**src/rtl/loop_ctrl_params.svh**
```systemverilog
// Offsets, field positions, encodings and timing figures of the loopback controller.
`ifndef LOOP_CTRL_PARAMS_SVH
`define LOOP_CTRL_PARAMS_SVH

// Register offsets.
`define REG_PATTERN_CTRL 8'h0C
`define REG_LOOP_CTRL 8'h0D
`define REG_CODE_LENGTHS 8'h0E
`define REG_TX_CODE 8'h0F
`define REG_RX_ACT_CODE 8'h10
`define REG_RX_DEACT_CODE 8'h11
`define REG_EDGE_SELECT 8'h15
`define REG_DETECT_STATUS 8'h16
`define REG_LOOP_STATUS 8'h17
`define REG_IRQ_FLAGS 8'h18

// Pattern control fields.
`define PC_PATT_LO 0
`define PC_PATT_HI 1
`define PC_CLK_SEL 2
`define PC_E1_MODE 3

// Loop control fields.
`define LC_ANALOG 0
`define LC_DIGITAL 1
`define LC_REMOTE 2
`define LC_AUTO 3

// Code length fields (each two bits wide, low bit given).
`define LEN_TX 0
`define LEN_ACT 2
`define LEN_DEACT 4

// Bit positions shared by edge select, detect status and interrupt flags.
`define BIT_ACT 0
`define BIT_DEACT 1

// Pattern select encodings.
`define PATT_NORMAL 2'h0
`define PATT_ONES 2'h1
`define PATT_PRBS 2'h2
`define PATT_LOOP 2'h3

// Loop select pin encodings.
`define PINS_ANALOG 2'h1
`define PINS_DIGITAL 2'h2
`define PINS_REMOTE 2'h3

// Synchroniser lanes.
`define SY_TXCLK 0
`define SY_TXDATA 1
`define SY_MREF 2
`define SY_RXCLK 3
`define SY_RXDATA 4
`define SY_PINMODE 5
`define SY_LP0 6
`define SY_LP1 7

// Code lengths and detector gap limit.
`define CODE_LEN_BASE 4'h5
`define GAP_PERIODS 5'h03
`define GAP_MAX 5'h1F
`define MASK_FULL 8'hFF

// Qualification times and master reference rates.
`define QUAL_SHORT_E1_MS 30
`define QUAL_SHORT_T1_MS 40
`define QUAL_LONG_MS 5100
`define MREF_E1_KHZ 2048
`define MREF_T1_KHZ 1544
`define TMR_W 24

`endif

```
**src/rtl/loop_ctrl_pkg.sv**
```systemverilog
// Types of the loopback and in-band code controller.
package loop_ctrl_pkg;
  `include "loop_ctrl_params.svh"

  // Complete state of the controller.
  typedef struct packed {
    logic [7:0] sync1;
    logic [7:0] sync2;
    logic [2:0] clk_prev;
    logic [1:0] pattern_select;
    logic pattern_clock_select;
    logic e1_mode;
    logic analog_loop_enable;
    logic digital_loop_enable;
    logic remote_loop_enable;
    logic auto_remote_loop_enable;
    logic [1:0] tx_loop_code_length;
    logic [1:0] rx_activate_code_length;
    logic [1:0] rx_deactivate_code_length;
    logic [7:0] tx_loop_code_bits;
    logic [7:0] rx_activate_code_bits;
    logic [7:0] rx_deactivate_code_bits;
    logic activate_irq_edge_select;
    logic deactivate_irq_edge_select;
    logic [7:0] rdata;
    logic [2:0] tx_idx;
    logic [7:0] rx_hist;
    logic [4:0] act_gap;
    logic [4:0] deact_gap;
    logic [`TMR_W-1:0] act_tmr;
    logic [`TMR_W-1:0] deact_tmr;
    logic activate_code_detected;
    logic deactivate_code_detected;
    logic activate_irq_flag;
    logic deactivate_irq_flag;
    logic remote_loop_active;
    logic tx_line_data;
    logic tx_line_clk;
    logic rx_data_out;
    logic rx_clock_out;
    logic analog_loop;
    logic digital_loop;
    logic remote_loop;
  } state_s;
endpackage

```
**src/rtl/loop_ctrl.sv**
```systemverilog
// Per-channel loopback selection, in-band loop code generation and code detection.
//
// The address-and-strobe port is this design's own decision.
`timescale 1ns/1ps
`include "loop_ctrl_params.svh"

// Function
// - Analog loop sends transmit signal into receiver; line keeps transmitting.
// - Pin mode, loop select pins 01 choose analog loop.
// - Digital loop feeds transmit data to receive outputs; line keeps transmitting.
// - Pin mode, loop select pins 10 choose digital loop.
// - Internal patterns still replace transmit data during analog or digital loop.
// - Remote loop sends recovered receive clock and data back to line.
// - Pin mode, loop select pins 11 choose remote loop.
// - Pattern select 11 repeatedly sends unframed loop code instead of data.
// - Receiver finds loop code framed or unframed, tolerating one percent errors.
// - Transmitted code comes from eight-bit register; no meaning attached.
// - Transmit code length five to eight bits; short codes repeated by software.
// - Code starts with pattern 11; stops with pattern 00 and clock select 0.
// - Activate code from eight-bit register with own two-bit length field.
// - Deactivate code from eight-bit register with own two-bit length field.
// - Activate status set after code held over 30 ms E1, 40 ms T1.
// - Deactivate status set after code held over 30 ms E1, 40 ms T1.
// - Edge select 0 flags rising status only; 1 flags any change.
// - Activate and deactivate flags clear when software reads them.
// - Auto loop holds until deactivate code over 5.1 s releases it.
// - Clearing auto enable tears down the automatically established remote loop.
// - Patterns use transmit clock, or master reference when clock select is 1.
module loop_ctrl
  import loop_ctrl_pkg::*;
#(
  parameter logic [`TMR_W-1:0] SHORT_E1_CNT = `TMR_W'(`QUAL_SHORT_E1_MS * `MREF_E1_KHZ),
  parameter logic [`TMR_W-1:0] SHORT_T1_CNT = `TMR_W'(`QUAL_SHORT_T1_MS * `MREF_T1_KHZ),
  parameter logic [`TMR_W-1:0] LONG_E1_CNT = `TMR_W'(`QUAL_LONG_MS * `MREF_E1_KHZ),
  parameter logic [`TMR_W-1:0] LONG_T1_CNT = `TMR_W'(`QUAL_LONG_MS * `MREF_T1_KHZ)
) (
  input wire logic clk_i,
  input wire logic rst_i,
  input wire logic [7:0] addr_i,
  input wire logic [7:0] wdata_i,
  input wire logic wr_i,
  input wire logic rd_i,
  output logic [7:0] rdata_o,
  input wire logic tx_clock_in_i,
  input wire logic tx_data_i,
  input wire logic mref_clk_i,
  input wire logic rx_rec_clk_i,
  input wire logic rx_rec_data_i,
  input wire logic pin_mode_i,
  input wire logic [1:0] loop_select_pins_i,
  output logic tx_line_data_o,
  output logic tx_line_clk_o,
  output logic rx_single_rail_data_o,
  output logic rx_clock_out_o,
  output logic analog_loop_enable_o,
  output logic digital_loop_enable_o,
  output logic remote_loop_enable_o,
  output logic remote_loop_active_o,
  output logic activate_code_detected_o,
  output logic deactivate_code_detected_o
);

  // Number of bits in a code for a two-bit length field.
  function automatic logic [3:0] code_len(input logic [1:0] f);
    code_len = `CODE_LEN_BASE + {2'h0, f};
  endfunction

  // Exact match of the newest bits against the programmed code.
  function automatic logic code_match(input logic [7:0] hist, input logic [7:0] code,
                                      input logic [1:0] f);
    logic [7:0] mask;
    mask = `MASK_FULL >> (2'h3 - f);
    code_match = ((hist ^ code) & mask) == 8'h00;
  endfunction

  // Bits since the last match before the code counts as gone.
  function automatic logic [4:0] gap_limit(input logic [1:0] f);
    gap_limit = 5'(`GAP_PERIODS * code_len(f));
  endfunction

  // Next value of a qualification timer on a master reference edge.
  function automatic logic [`TMR_W-1:0] tmr_next(input logic [`TMR_W-1:0] t,
                                                 input logic present, input logic tick,
                                                 input logic [`TMR_W-1:0] top);
    if (!present) begin
      tmr_next = '0;
    end else if (tick && t <= top) begin
      tmr_next = t + `TMR_W'(1);
    end else begin
      tmr_next = t;
    end
  endfunction

  state_s q;
  state_s d;

  logic tx_edge;
  logic mref_edge;
  logic rx_edge;
  logic pat_edge;
  logic pin_mode;
  logic [1:0] pins;
  logic loop_a;
  logic loop_d;
  logic loop_r;
  logic act_present;
  logic deact_present;
  logic [`TMR_W-1:0] short_cnt;
  logic [`TMR_W-1:0] long_cnt;
  logic act_ev;
  logic deact_ev;
  logic flags_read;
  logic tx_bit;
  logic [7:0] rd_val;

  // Edge finding on synchronised clocks and decoding of the effective loop mode.
  always_comb begin
    tx_edge = q.sync2[`SY_TXCLK] && !q.clk_prev[0];
    mref_edge = q.sync2[`SY_MREF] && !q.clk_prev[1];
    rx_edge = q.sync2[`SY_RXCLK] && !q.clk_prev[2];
    pat_edge = q.pattern_clock_select ? mref_edge : tx_edge;
    pin_mode = q.sync2[`SY_PINMODE];
    pins = {q.sync2[`SY_LP1], q.sync2[`SY_LP0]};
    loop_a = pin_mode ? (pins == `PINS_ANALOG) : q.analog_loop_enable;
    loop_d = pin_mode ? (pins == `PINS_DIGITAL) : q.digital_loop_enable;
    loop_r = (pin_mode ? (pins == `PINS_REMOTE) : q.remote_loop_enable)
             || q.remote_loop_active;
    short_cnt = q.e1_mode ? SHORT_E1_CNT : SHORT_T1_CNT;
    long_cnt = q.e1_mode ? LONG_E1_CNT : LONG_T1_CNT;
    act_present = q.act_gap < gap_limit(q.rx_activate_code_length);
    deact_present = q.deact_gap < gap_limit(q.rx_deactivate_code_length);
    flags_read = rd_i && addr_i == `REG_IRQ_FLAGS;
  end

  // Transmit bit chosen on a pattern clock edge.
  always_comb begin
    case (q.pattern_select)
      `PATT_ONES: tx_bit = 1'b1;
      `PATT_PRBS: tx_bit = q.sync2[`SY_TXDATA];
      `PATT_LOOP: tx_bit = q.tx_loop_code_bits[q.tx_idx];
      default: tx_bit = q.pattern_clock_select ? 1'b0 : q.sync2[`SY_TXDATA];
    endcase
  end

  // Register read decode; unmapped offsets read as zero.
  always_comb begin
    case (addr_i)
      `REG_PATTERN_CTRL: rd_val = {4'h0, q.e1_mode, q.pattern_clock_select, q.pattern_select};
      `REG_LOOP_CTRL: rd_val = {4'h0, q.auto_remote_loop_enable, q.remote_loop_enable,
                                q.digital_loop_enable, q.analog_loop_enable};
      `REG_CODE_LENGTHS: rd_val = {2'h0, q.rx_deactivate_code_length,
                                   q.rx_activate_code_length, q.tx_loop_code_length};
      `REG_TX_CODE: rd_val = q.tx_loop_code_bits;
      `REG_RX_ACT_CODE: rd_val = q.rx_activate_code_bits;
      `REG_RX_DEACT_CODE: rd_val = q.rx_deactivate_code_bits;
      `REG_EDGE_SELECT: rd_val = {6'h00, q.deactivate_irq_edge_select,
                                  q.activate_irq_edge_select};
      `REG_DETECT_STATUS: rd_val = {6'h00, q.deactivate_code_detected,
                                    q.activate_code_detected};
      `REG_LOOP_STATUS: rd_val = {7'h00, q.remote_loop_active};
      `REG_IRQ_FLAGS: rd_val = {6'h00, q.deactivate_irq_flag, q.activate_irq_flag};
      default: rd_val = 8'h00;
    endcase
  end

  // Next state of the whole controller.
  always_comb begin
    d = q;
    d.sync1 = {loop_select_pins_i, pin_mode_i, rx_rec_data_i, rx_rec_clk_i,
               mref_clk_i, tx_data_i, tx_clock_in_i};
    d.sync2 = q.sync1;
    d.clk_prev = {q.sync2[`SY_RXCLK], q.sync2[`SY_MREF], q.sync2[`SY_TXCLK]};
    // Register writes.
    if (wr_i) begin
      case (addr_i)
        `REG_PATTERN_CTRL: begin
          d.pattern_select = wdata_i[`PC_PATT_HI:`PC_PATT_LO];
          d.pattern_clock_select = wdata_i[`PC_CLK_SEL];
          d.e1_mode = wdata_i[`PC_E1_MODE];
        end
        `REG_LOOP_CTRL: begin
          d.analog_loop_enable = wdata_i[`LC_ANALOG];
          d.digital_loop_enable = wdata_i[`LC_DIGITAL];
          d.remote_loop_enable = wdata_i[`LC_REMOTE];
          d.auto_remote_loop_enable = wdata_i[`LC_AUTO];
        end
        `REG_CODE_LENGTHS: begin
          d.tx_loop_code_length = wdata_i[`LEN_TX+1:`LEN_TX];
          d.rx_activate_code_length = wdata_i[`LEN_ACT+1:`LEN_ACT];
          d.rx_deactivate_code_length = wdata_i[`LEN_DEACT+1:`LEN_DEACT];
        end
        `REG_TX_CODE: d.tx_loop_code_bits = wdata_i;
        `REG_RX_ACT_CODE: d.rx_activate_code_bits = wdata_i;
        `REG_RX_DEACT_CODE: d.rx_deactivate_code_bits = wdata_i;
        `REG_EDGE_SELECT: begin
          d.activate_irq_edge_select = wdata_i[`BIT_ACT];
          d.deactivate_irq_edge_select = wdata_i[`BIT_DEACT];
        end
        default: begin
        end
      endcase
    end
    d.rdata = rd_i ? rd_val : 8'h00;
    // Transmit side: remote loop returns recovered data, else pattern or system data.
    if (loop_r) begin
      d.tx_line_clk = q.sync2[`SY_RXCLK];
      if (rx_edge) begin
        d.tx_line_data = q.sync2[`SY_RXDATA];
      end
    end else begin
      d.tx_line_clk = q.pattern_clock_select ? q.sync2[`SY_MREF] : q.sync2[`SY_TXCLK];
      if (pat_edge) begin
        d.tx_line_data = tx_bit;
        if (q.pattern_select != `PATT_LOOP || q.tx_idx == 3'h0) begin
          d.tx_idx = 3'(code_len(q.tx_loop_code_length) - 4'h1);
        end else begin
          d.tx_idx = q.tx_idx - 3'h1;
        end
      end
    end
    // Receive outputs: analog or digital loop returns the transmitted stream.
    if (loop_a || loop_d) begin
      d.rx_data_out = q.tx_line_data;
      d.rx_clock_out = q.tx_line_clk;
    end else begin
      d.rx_data_out = q.sync2[`SY_RXDATA];
      d.rx_clock_out = q.sync2[`SY_RXCLK];
    end
    d.analog_loop = loop_a;
    d.digital_loop = loop_d;
    d.remote_loop = loop_r;
    // Code detectors: shift received bits and track distance to last match.
    if (rx_edge) begin
      d.rx_hist = {q.rx_hist[6:0], q.sync2[`SY_RXDATA]};
      if (code_match(d.rx_hist, q.rx_activate_code_bits, q.rx_activate_code_length)) begin
        d.act_gap = 5'h00;
      end else if (q.act_gap != `GAP_MAX) begin
        d.act_gap = q.act_gap + 5'h01;
      end
      if (code_match(d.rx_hist, q.rx_deactivate_code_bits,
                     q.rx_deactivate_code_length)) begin
        d.deact_gap = 5'h00;
      end else if (q.deact_gap != `GAP_MAX) begin
        d.deact_gap = q.deact_gap + 5'h01;
      end
    end
    // Qualification timers on master reference edges.
    d.act_tmr = tmr_next(q.act_tmr, act_present, mref_edge, long_cnt);
    d.deact_tmr = tmr_next(q.deact_tmr, deact_present, mref_edge, long_cnt);
    d.activate_code_detected = q.act_tmr > short_cnt;
    d.deactivate_code_detected = q.deact_tmr > short_cnt;
    // Automatic remote loop is latched; only the deactivate code or software drops it.
    if (!q.auto_remote_loop_enable) begin
      d.remote_loop_active = 1'b0;
    end else if (q.act_tmr > long_cnt) begin
      d.remote_loop_active = 1'b1;
    end else if (q.deact_tmr > long_cnt) begin
      d.remote_loop_active = 1'b0;
    end
    // Status change events; a new event wins over the clearing read.
    act_ev = (d.activate_code_detected && !q.activate_code_detected)
             || (q.activate_irq_edge_select
                 && d.activate_code_detected != q.activate_code_detected);
    deact_ev = (d.deactivate_code_detected && !q.deactivate_code_detected)
               || (q.deactivate_irq_edge_select
                   && d.deactivate_code_detected != q.deactivate_code_detected);
    d.activate_irq_flag = act_ev || (q.activate_irq_flag && !flags_read);
    d.deactivate_irq_flag = deact_ev || (q.deactivate_irq_flag && !flags_read);
  end

  // State register.
  always_ff @(posedge clk_i or posedge rst_i) begin
    if (rst_i) begin
      q <= '0;
      q.act_gap <= `GAP_MAX;
      q.deact_gap <= `GAP_MAX;
    end else begin
      q <= d;
    end
  end

  // Outputs straight from the state register.
  assign rdata_o = q.rdata;
  assign tx_line_data_o = q.tx_line_data;
  assign tx_line_clk_o = q.tx_line_clk;
  assign rx_single_rail_data_o = q.rx_data_out;
  assign rx_clock_out_o = q.rx_clock_out;
  assign analog_loop_enable_o = q.analog_loop;
  assign digital_loop_enable_o = q.digital_loop;
  assign remote_loop_enable_o = q.remote_loop;
  assign remote_loop_active_o = q.remote_loop_active;
  assign activate_code_detected_o = q.activate_code_detected;
  assign deactivate_code_detected_o = q.deactivate_code_detected;
endmodule

```
**config.mk**
```make
export PLATFORM = sky130hd
export DESIGN_NAME = loop_ctrl
export DESIGN_NICKNAME = d
export VERILOG_FILES = /design/src/rtl/loop_ctrl_pkg.sv /design/src/rtl/loop_ctrl.sv
export VERILOG_INCLUDE_DIRS = /design/src /design/src/rtl
export SDC_FILE = /design/constraint.sdc
export NUM_CORES = 1
export LEC_CHECK = 0
export BUFFER_PORTS_ARGS = -buffer_cell sky130_fd_sc_hd__buf_4
export CORE_ASPECT_RATIO = 1.2
export CORE_MARGIN = 8
export CORE_UTILIZATION = 33
export DETAILED_ROUTE_END_ITERATION = 12
export SETUP_SLACK_MARGIN = 0.1
export SYNTH_ARGS = -nofsm -noshare
export SYNTH_HDL_FRONTEND = slang
export SYNTH_SLANG_ARGS = --single-unit
```
**constraint.sdc**
```tcl
create_clock -name clk_i -period 8.9 [get_ports clk_i]
set_clock_uncertainty 0.1 [all_clocks]
set_input_delay 1.335 -clock clk_i [delete_from_list [all_inputs] [get_ports clk_i]]
set_output_delay 1.335 -clock clk_i [all_outputs]
set_load 0.01 [all_outputs]
```
After elaboration in Yosys (flattened, before gate mapping):

Index checks and enable logic that the tools add are counted.

* flip-flop bits (word level): 147
* bits of input ports: 28
* output and inout port bits: 18
* word-level logic and storage cells: 162

* add/sub/neg operators: 11
* multiply operators: 2
* $lt $le $gt $ge: 9
* eq/ne operators: 25
* shifts and indexed selects: 2
* multiplexer cells: 29
* bitwise logic cells: 5
* reductions and logical operators: 42

Operators with widths (number)
* $mux 24: 5
* $pmux 8 s10: 1
* $add 24x1->24 const B: 2
* $eq 8x5->1 const B: 6
* $gt 24x16->1: 2
* $gt 24x24->1: 2
* $le 24x24->1: 2
* $eq 8x4->1 const B: 4
* $reduce_and 2->1: 11
* $mux 5: 4
* $and 8x8->8: 2
* $logic_not 8->1: 2
* $shr 8x2->8 const A: 2
* $xor 8x8->8: 2
* $logic_and 1x1->1: 12
* $mux 1: 12
* $add 5x1->5 const B: 2
* $lt 5x5->1: 2
* $mul 2x4->5 const A: 2
* $ne 5x5->1 const B: 2
* $mux 9: 1
* $add 3x2->4 const A: 2
* $eq 2x2->1 const B: 4
* $mux 8: 1
* 18 further kinds: 38

Logic depth before layout (Yosys ltp):

Gate-level depths: netlist of the first run.

* depth in word-level cells: 6
* depth in mapped cells: 11
* depth with buffers taken out: 10

Worst setup path before layout of the first run:

No wires, ideal clock.

* path kind: in2reg
* start point: input addr_i[5]
* end point: register q[92] (netlist name)
* library setup time: 0.128 ns
* data arrival time: 2.955 ns
* data required time: 8.672 ns
* slack: 5.718 ns
* stages on the path: 5
* path buffers: 0
* cells stage by stage: nor3_1 -> nand2_1 -> nor4b_2 -> nand2_1 -> mux2_1

* cells in the longest elaborated chain, start to end: 2

Ends and longest elaborated chain
* start, declared: RTL line loop_ctrl.sv:39 `input wire logic [7:0] addr_i,`
* $eq 8x5->1: RTL line loop_ctrl.sv:175 `case (addr_i)`
* $reduce_and 2->1 (no source line)
* end, declared: RTL line loop_ctrl.sv:94 `state_s q;`

No other way between the ends.
A chain may end at the register's enable or synchronous reset.

Worst setup path in the final report of the first run:

* start point: register q[125] (netlist name)
* end point: register q[52] (netlist name)

* cells in the longest elaborated chain, start to end: 4

Ends and longest elaborated chain
* $mux 24: RTL line loop_ctrl.sv:129 `long_cnt = q.e1_mode ? LONG_E1_CNT : LONG_T1_CNT;`
* $le 24x24->1: RTL line loop_ctrl.sv:87 `end else if (tick && t <= top) begin`
* $logic_and 1x1->1: RTL line loop_ctrl.sv:87
* $ne 2x1->1 (no source line)

No other way between the ends.

==> results of run 1 <==
==> state kept, by name (all words and copies together), names as in the netlist, 2 cells and up <==
name and count:
d 11, rdata_o 8, pins 2, q 115
==> how the worst max path moves through the flow <==
| stage | startpoint | to | slack, ps |
|---|---|---|---|
| 3_3_place_gp | addr_i[5] | q[92] | 5140 |
| 5_1_grt | q[125] | q[52] | 4740 |
| 2_1_floorplan | rst_i | activate_code_detected_o | 3530 |
| 6_report | q[125] | q[52] | 5090 |
| 4_1_cts | q[125] | q[52] | 5040 |
| 3_5_place_dp | q[125] | q[54] | 5110 |
==> power groups by stage <==
stage	clock (mW)	combinational [mW]	sequential, mW
floorplan	0	0.211	0.823
global placement	0	0.283	0.846
detailed placement	0	0.289	0.846
CTS	0.722	0.291	0.836
global route	0.748	0.328	0.849
finish	0.706	0.287	0.836
==> final cells by class <==
class | instances | area (um^2)
repair buffers | 49 | 368
fillers | 2394 | 14700
flip-flops and latches | 147 | 3690
clock inverters | 8 | 101
multi-input cells | 550 | 4020
clock buffers | 24 | 472
inverters | 33 | 129
well taps | 320 | 400
==> through the flow <==
stage / setup slack, ps / cells
floorplan: 3530 / 758
global placement: 5140 / 1099
detailed placement: 5110 / 1099
CTS: 5040 / 1131
global route: 4740 / 1131
finish: 5090 / 1131
==> cell usage in the layout, fill, tap and decap left out, types with 3 or more instances in the layout <==
cell / n
sky130_fd_sc_hd__a21o_1: 7
sky130_fd_sc_hd__a21oi_1: 51
sky130_fd_sc_hd__a22o_1: 4
sky130_fd_sc_hd__a22oi_1: 7
sky130_fd_sc_hd__a32oi_1: 3
sky130_fd_sc_hd__and3_1: 9
sky130_fd_sc_hd__buf_4: 49
sky130_fd_sc_hd__clkbuf_1: 5
sky130_fd_sc_hd__clkbuf_16: 17
sky130_fd_sc_hd__clkinvlp_4: 3
sky130_fd_sc_hd__dfrtp_1: 137
sky130_fd_sc_hd__dfstp_2: 10
sky130_fd_sc_hd__ha_1: 50
sky130_fd_sc_hd__inv_1: 32
sky130_fd_sc_hd__mux2_1: 7
sky130_fd_sc_hd__mux2_2: 44
sky130_fd_sc_hd__mux2i_1: 5
sky130_fd_sc_hd__mux4_2: 3
sky130_fd_sc_hd__nand2_1: 58
sky130_fd_sc_hd__nand2b_1: 8
sky130_fd_sc_hd__nand3_1: 26
sky130_fd_sc_hd__nand3b_1: 3
sky130_fd_sc_hd__nand4_1: 17
sky130_fd_sc_hd__nor2_1: 43
sky130_fd_sc_hd__nor2b_1: 5
sky130_fd_sc_hd__nor3_1: 8
sky130_fd_sc_hd__nor4_1: 11
sky130_fd_sc_hd__o211ai_1: 11
sky130_fd_sc_hd__o21ai_0: 20
sky130_fd_sc_hd__o21ai_1: 22
sky130_fd_sc_hd__o31ai_1: 8
sky130_fd_sc_hd__or2_2: 3
sky130_fd_sc_hd__or3_1: 21
sky130_fd_sc_hd__or4_1: 16
sky130_fd_sc_hd__xnor2_1: 18
sky130_fd_sc_hd__xor2_1: 16
==> synth_stat cells (3+ instances only) <==
master	count
sky130_fd_sc_hd__a21o_1	7
sky130_fd_sc_hd__a21oi_1	51
sky130_fd_sc_hd__a22o_1	4
sky130_fd_sc_hd__a22oi_1	7
sky130_fd_sc_hd__a32oi_1	3
sky130_fd_sc_hd__and3_1	9
sky130_fd_sc_hd__buf_4	9
sky130_fd_sc_hd__clkbuf_1	13
sky130_fd_sc_hd__dfrtp_1	137
sky130_fd_sc_hd__dfstp_2	10
sky130_fd_sc_hd__ha_1	50
sky130_fd_sc_hd__inv_1	33
sky130_fd_sc_hd__mux2_1	7
sky130_fd_sc_hd__mux2_2	44
sky130_fd_sc_hd__mux2i_1	5
sky130_fd_sc_hd__mux4_2	3
sky130_fd_sc_hd__nand2_1	58
sky130_fd_sc_hd__nand2b_1	8
sky130_fd_sc_hd__nand3_1	26
sky130_fd_sc_hd__nand3b_1	3
sky130_fd_sc_hd__nand4_1	17
sky130_fd_sc_hd__nor2_1	43
sky130_fd_sc_hd__nor2b_1	5
sky130_fd_sc_hd__nor3_1	8
sky130_fd_sc_hd__nor4_1	11
sky130_fd_sc_hd__o211ai_1	11
sky130_fd_sc_hd__o21ai_0	20
sky130_fd_sc_hd__o21ai_1	22
sky130_fd_sc_hd__o31ai_1	8
sky130_fd_sc_hd__or2_2	3
sky130_fd_sc_hd__or3_1	21
sky130_fd_sc_hd__or4_1	16
sky130_fd_sc_hd__xnor2_1	18
sky130_fd_sc_hd__xor2_1	16
==> critical path, cell delays in order (launching register included) <==
cell and delay [ps]:
sky130_fd_sc_hd__dfrtp_1 680, sky130_fd_sc_hd__inv_1 420, sky130_fd_sc_hd__ha_1 320, sky130_fd_sc_hd__or4_1 460
sky130_fd_sc_hd__a211o_1 310, sky130_fd_sc_hd__nand2_1 70, sky130_fd_sc_hd__nand3b_1 110, sky130_fd_sc_hd__a21o_1 470
sky130_fd_sc_hd__or4_1 610, sky130_fd_sc_hd__a21oi_1 160
==> layer usage <==
layer	up-vias	share of wire [%]	GRT usage (%)
met5	-	0	0
met4	0	2.9	5.92
met3	28	4.0	2.57
met2	124	49	21.4
met1	2873	44	16.9
li1	2882	-	-
==> cell families (layout without fill, tap and decap cells) <==
kind of cell             Yosys count  count (layout)
buffers and inverters             61             114
multiplexers                      59              59
XOR/XNOR                          34              34
AO/OA/AOI/OAI                    163             163
flip-flops                       147             147
adder cells (fa/ha/maj)           50              50
AND/OR/NAND/NOR                  244             244
==> results.rst, run 1 <==
.. list-table::
   :header-rows: 1

   * - Metric
     - Value
   * - Total power of the final layout
     - 1.83 mW
   * - Number of sinks driven by the clock tree
     - around 150
   * - Register area share after synthesis
     - 46.2%
   * - Net count after synthesis
     - 836
   * - Clock transition at path regs
     - 60 ps
   * - Maximum number of pins on one net before global-route repair
     - 86
   * - Cts-stage hold buffer count
     - 0
   * - Count of cells along the worst hold path
     - 0
   * - Input/output buffers
     - 45
   * - Proportion of power drawn by flip-flops and latches
     - 45.7%
   * - DR iter-0 viols
     - 348
   * - Die ar.
     - 0.0295 mm^2
   * - Type of element capturing the critical path
     - register
   * - Max Freq
     - 262 MHz
   * - Remaining global-route overflow
     - 0
   * - Clock insertion delay at the later pin of the skew report
     - 420 ps
   * - Cells resized by post-CTS repair
     - 0
   * - Antenna cell count
     - 0
   * - Number of placement rows
     - 62
   * - Cell types occupying the most area after synthesis
     - sky130_fd_sc_hd__dfrtp_1, sky130_fd_sc_hd__ha_1, sky130_fd_sc_hd__mux2_2
   * - Share of cell area taken by muxes after synthesis
     - 8.66%
   * - Fraction of power spent switching nets
     - 28.6%
   * - Flip-flop cell with the highest count after synthesis
     - sky130_fd_sc_hd__dfrtp_1
   * - Hold path start
     - d[137]
   * - Post-CTS setup repair buffer count
     - 0
   * - Setup slack of the most critical reg-to-reg path
     - 5090 ps
   * - Crit share post-route
     - between 40% and 50%
   * - Via count normalized by instance count
     - 5.22
   * - Number of remaining DRC errors
     - 0
   * - Root buf cell
     - sky130_fd_sc_hd__clkbuf_16
   * - Total standard cell area after synthesis
     - 0.00799 mm^2
   * - Hold path endpoint
     - pin_mode
   * - Unrepaired setup endpoints after global routing
     - false
   * - Internal power
     - 1.31 mW
   * - Gate count of the mapped netlist
     - 758
   * - Wire length per cell
     - 16.5 um
   * - Area share of fa/ha/maj cells after synthesis
     - 7.83%
   * - Comb pwr share
     - 15.7%
   * - Share of the synthesized area in the top cell type
     - 42.9%
   * - Number of enable-type register cells in the synthesized netlist
     - 0
   * - Dominant combinational cell family by area after synthesis
     - simple AND/OR/NAND/NOR gates
   * - Utilization of the core after routing
     - 38.4%
   * - Via Count
     - between 5000 and 6000
   * - Cell area after layout
     - 0.00918 mm^2
   * - Leakage power figure
     - 4.04 nW
   * - Synthesized-area fraction occupied by and/or/nand/nor cells
     - 16.6%
   * - Area added between synthesis and finish
     - 14.8%
   * - Kind of start point of the critical path
     - register
   * - Final WL
     - 18600 um
   * - Endpoint of the lowest-slack register-to-register path
     - q[52]
   * - Number of hold violations in the final report
     - 0
   * - Arrival time of data at the critical path endpoint
     - 4050 ps
   * - Final worst hold slack
     - 247 ps
   * - Startpoint of the worst register-to-register path
     - q[125]
   * - Average footprint of a synthesized cell
     - 10.5 um^2
   * - Number of top-level pins
     - 46
   * - Synthesized flop and latch total
     - between 100 and 150
   * - Psw
     - between 500 and 600 uW
   * - Overall global routing resource usage
     - 13.3%
   * - Via count of the first global-routing pass
     - 5970
   * - Count of cells along the worst register-to-register path
     - 9
   * - H-tree depth reported by CTS
     - 4
   * - Placed cell area
     - 0.00860 mm^2
   * - Post-Synth XOR/XNOR Area
     - 3.73%
   * - Vertical extent of the die
     - 186 um
   * - Number of nets still failing antenna checks after routing
     - 0
   * - Max_slew headroom
     - 31.6%
   * - Post-layout net count
     - 876
   * - Data required time of the critical path
     - 9140 ps
   * - Clock Power Share
     - 38.6%
   * - Status
     - completed
   * - Chip Width
     - 158 um
   * - Total power density per cell area
     - about 200 mW/mm^2
   * - Netlist cell types
     - 73
   * - Yosys top cell by area
     - sky130_fd_sc_hd__dfrtp_1
   * - Post-synthesis async set-or-reset flop share
     - 100%
   * - # setup viols final
     - 0
   * - Fraction of the mapped netlist area in compound gates
     - 13.4%
   * - Core area
     - approximately 0.024 mm^2
   * - Warnings, synthesis
     - 0
   * - Category of the most critical setup path
     - register to register
   * - Worst min-delay path class
     - register to register
   * - Max-capacitance violation count
     - 0
   * - Minimum period implied by the final worst setup slack
     - 3810 ps
   * - Final Wtd Congestion
     - 0.866
   * - Final number of max-transition violations
     - 0
   * - VDD IR-drop max
     - 0.0951 mV
   * - Wire length of the first global-routing pass
     - 31400 um
   * - Num CTS Buffers
     - 17
   * - Transition at the pin with the smallest max-transition slack
     - 1010 ps
   * - Crit path max fanout
     - 31
   * - Effective utilization at floorplan
     - 33.5%
   * - Number of antenna violations at the first check in global routing
     - 0
   * - Proportion of layout cells with a drive suffix above 1
     - 18.6%
   * - CTS tree
     - yes
   * - Aggregate negative setup slack
     - 0 ps
   * - Half-perimeter wire length after detailed placement
     - approximately 13000 um
   * - Largest buffer count on any clock path
     - 2
   * - Drt pass-1 iters
     - 5
Power figures use the tool's default switching activity.
==> run 2, diff against run 1 <==
==> constraint.sdc (replaced) <==
create_clock -name clk_i -period 3.7 [get_ports clk_i]
set_clock_uncertainty 0.1 [all_clocks]
set_input_delay 0.555 -clock clk_i [delete_from_list [all_inputs] [get_ports clk_i]]
set_output_delay 0.555 -clock clk_i [all_outputs]
set_load 0.01 [all_outputs]
==> run 2 against run 1 <==
Routed wire length rose by 0.64%. Critical path depth rose by 1. Design area rose by 1.6%. Worst setup slack got worse by 4800 ps.
==> results.rst, run 2 (synthesis gave the netlist of run 1 again) <==
.. list-table::
   :header-rows: 1

   * - Metric
     - Value
   * - Status
     - completed
   * - Crit share post-route
     - 91.2%
   * - Proportion of layout cells with a drive suffix above 1
     - between 20% and 30%
   * - Critical Path Sink
     - q[29]
   * - Max_slew headroom
     - 31.2%
   * - Effective utilization at floorplan
     - 33.5%
   * - Input/output buffers
     - 45
   * - Most frequent standard cell in the layout excluding fill and tap cells
     - sky130_fd_sc_hd__dfrtp_1
   * - H-tree depth reported by CTS
     - 4
   * - Arrival time of data at the critical path endpoint
     - between 3000 and 4000 ps
   * - Max Freq
     - 296 MHz
   * - Startpoint of the worst register-to-register path
     - q[125]
   * - Unrepaired setup endpoints after global routing
     - true
   * - Internal power
     - 3.21 mW
   * - Via Count
     - between 5000 and 6000
   * - Final Wtd Congestion
     - a little over 0.8
   * - Critical path launch point
     - q[125]
   * - Met2 usage
     - between 20% and 30%
   * - Number of sinks driven by the clock tree
     - 147
   * - DR iter-0 viols
     - 271
   * - Setup slack of the most critical reg-to-reg path
     - 320 ps
   * - Gr busiest metal
     - met2
   * - Largest buffer count on any clock path
     - 2
   * - Count of cells along the worst register-to-register path
     - 10
   * - Minimum period implied by the final worst setup slack
     - 3380 ps
   * - Chip Width
     - approximately 160 um
   * - Clock transition at path regs
     - 60 ps
   * - Clock insertion delay at the later pin of the skew report
     - about 430 ps
   * - Data required time of the critical path
     - 3900 ps
   * - Comb pwr share
     - 15.3%
   * - Proportion of power drawn by flip-flops and latches
     - roughly 45%
   * - Number of flip-flops in the largest register
     - 115
   * - Antenna cell count
     - 0
   * - Clock Power Share
     - about two fifths
   * - Number of hold violations in the final report
     - 0
   * - Wire length of the first global-routing pass
     - 31200 um
   * - CTS tree
     - yes
   * - Type of element capturing the critical path
     - register
   * - Via count normalized by instance count
     - around 5.2
   * - Transition at the pin with the smallest max-transition slack
     - 1030 ps
   * - Register bank with the most flops
     - q
   * - Maximum number of pins on one net before global-route repair
     - 69
   * - # setup viols final
     - 0
   * - Remaining global-route overflow
     - 0
   * - Global-route met1 utilization
     - 16.1%
   * - Total power density per cell area
     - 481 mW/mm^2
   * - Fraction of power spent switching nets
     - 28.5%
   * - Most used cells in the layout excluding fill and tap cells
     - sky130_fd_sc_hd__dfrtp_1, sky130_fd_sc_hd__buf_4, sky130_fd_sc_hd__nand2_1
   * - Number of remaining DRC errors
     - 0
   * - VDD IR-drop max
     - around 0.26 mV
   * - Final number of max-transition violations
     - 0
   * - GR Util met3
     - 2.77%
   * - Final WL
     - between 15000 and 20000 um
   * - Post-layout net count
     - 888
   * - Leakage power figure
     - 4.13 nW
   * - Area added between synthesis and finish
     - 16.7%
   * - Utilization of the core after routing
     - 39.0%
   * - Via count of the first global-routing pass
     - 5952
   * - Crit path max fanout
     - 15
   * - Worst min-delay path class
     - input port to register
   * - Number of antenna violations at the first check in global routing
     - 0
   * - Drt pass-1 iters
     - 4
   * - Endpoint of the lowest-slack register-to-register path
     - q[29]
   * - Core area
     - 0.0239 mm^2
   * - Number of placement rows
     - between 60 and 70
   * - Category of the most critical setup path
     - register to register
   * - Number of top-level pins
     - 46
   * - Overall global routing resource usage
     - 13.2%
   * - Final worst hold slack
     - 140 ps
   * - Kind of start point of the critical path
     - register
   * - Cts-stage hold buffer count
     - 0
   * - Max-capacitance violation count
     - 0
   * - Number of nets still failing antenna checks after routing
     - 0
   * - Die ar.
     - about 0.029 mm^2
   * - Num CTS Buffers
     - 17
   * - Vertical extent of the die
     - about 190 um
   * - Half-perimeter wire length after detailed placement
     - 13700 um
   * - Root buf cell
     - sky130_fd_sc_hd__clkbuf_16
   * - Psw
     - 1.28 mW
   * - Aggregate negative setup slack
     - 0 ps
   * - Wire length per cell
     - 16.4 um
run 2: stage by stage:
stage	cells	power, mW	setup WS (ps)	cell area, um^2
finish	1143	4.49	324	9330
global route	1143	4.73	64.4	9330
CTS	1140	4.54	270	9300
detailed placement	1108	2.72	277	8680
global placement	1108	2.71	423	8680
floorplan	758	2.49	585	8000
run 2: what timing repair did:
| action | in CTS | in global routing |
|---|---|---|
| endpoints found under the hold margin | 0 | 0 |
| setup buffers | 0 | 3 |
| resized for setup | 0 | 1 |
| setup endpoints to repair | 0 | 14 |
run 2: layout make-up:
class / count / area [um^2]
well taps: 320 / 400
fillers: 2379 / 14600
clock inverters: 13 / 174
multi-input cells: 550 / 4020
clock buffers: 19 / 443
flip-flops and latches: 147 / 3690
inverters: 33 / 131
repair buffers: 61 / 470
run 2: power groups by stage:
stage               clock network [mW]  logic, mW  registers, mW
floorplan                            0      0.508           1.98
global placement                     0      0.679           2.03
detailed placement                   0      0.692           2.03
CTS                               1.83      0.698           2.01
global route                      1.90      0.789           2.04
finish                            1.80      0.685           2.01
run 2: worst max-delay path: stages, from the launching register on:
cell	delay (ps)
sky130_fd_sc_hd__dfrtp_1	540
sky130_fd_sc_hd__clkinvlp_4	130
sky130_fd_sc_hd__buf_4	190
sky130_fd_sc_hd__ha_1	300
sky130_fd_sc_hd__nand3_1	160
sky130_fd_sc_hd__or4_1	550
sky130_fd_sc_hd__nor3_1	350
sky130_fd_sc_hd__nor3_4	130
sky130_fd_sc_hd__o211ai_2	540
sky130_fd_sc_hd__or3_1	200
sky130_fd_sc_hd__a21oi_1	60
run 2: worst min path at each step:
| stage | startpoint | to | slack, ps | depth (start not counted) |
|---|---|---|---|---|
| 2_1_floorplan | d[132] | d[129] | 230 | 0 |
| 3_3_place_gp | d[136] | q[136] | 230 | 0 |
| 3_5_place_dp | d[138] | pins[0] | 230 | 0 |
| 4_1_cts | mref_clk_i | d[134] | 120 | 1 |
| 5_1_grt | rx_rec_clk_i | d[135] | 120 | 1 |
| 6_report | mref_clk_i | d[134] | 140 | 1 |
run 2: routing by layer:
| layer | routed length [um] | share of wire, % |
|---|---|---|
| met5 | 0 | 0 |
| met4 | 405 | 2.2 |
| met3 | 668 | 3.6 |
| met2 | 9630 | 51 |
| met1 | 8060 | 43 |
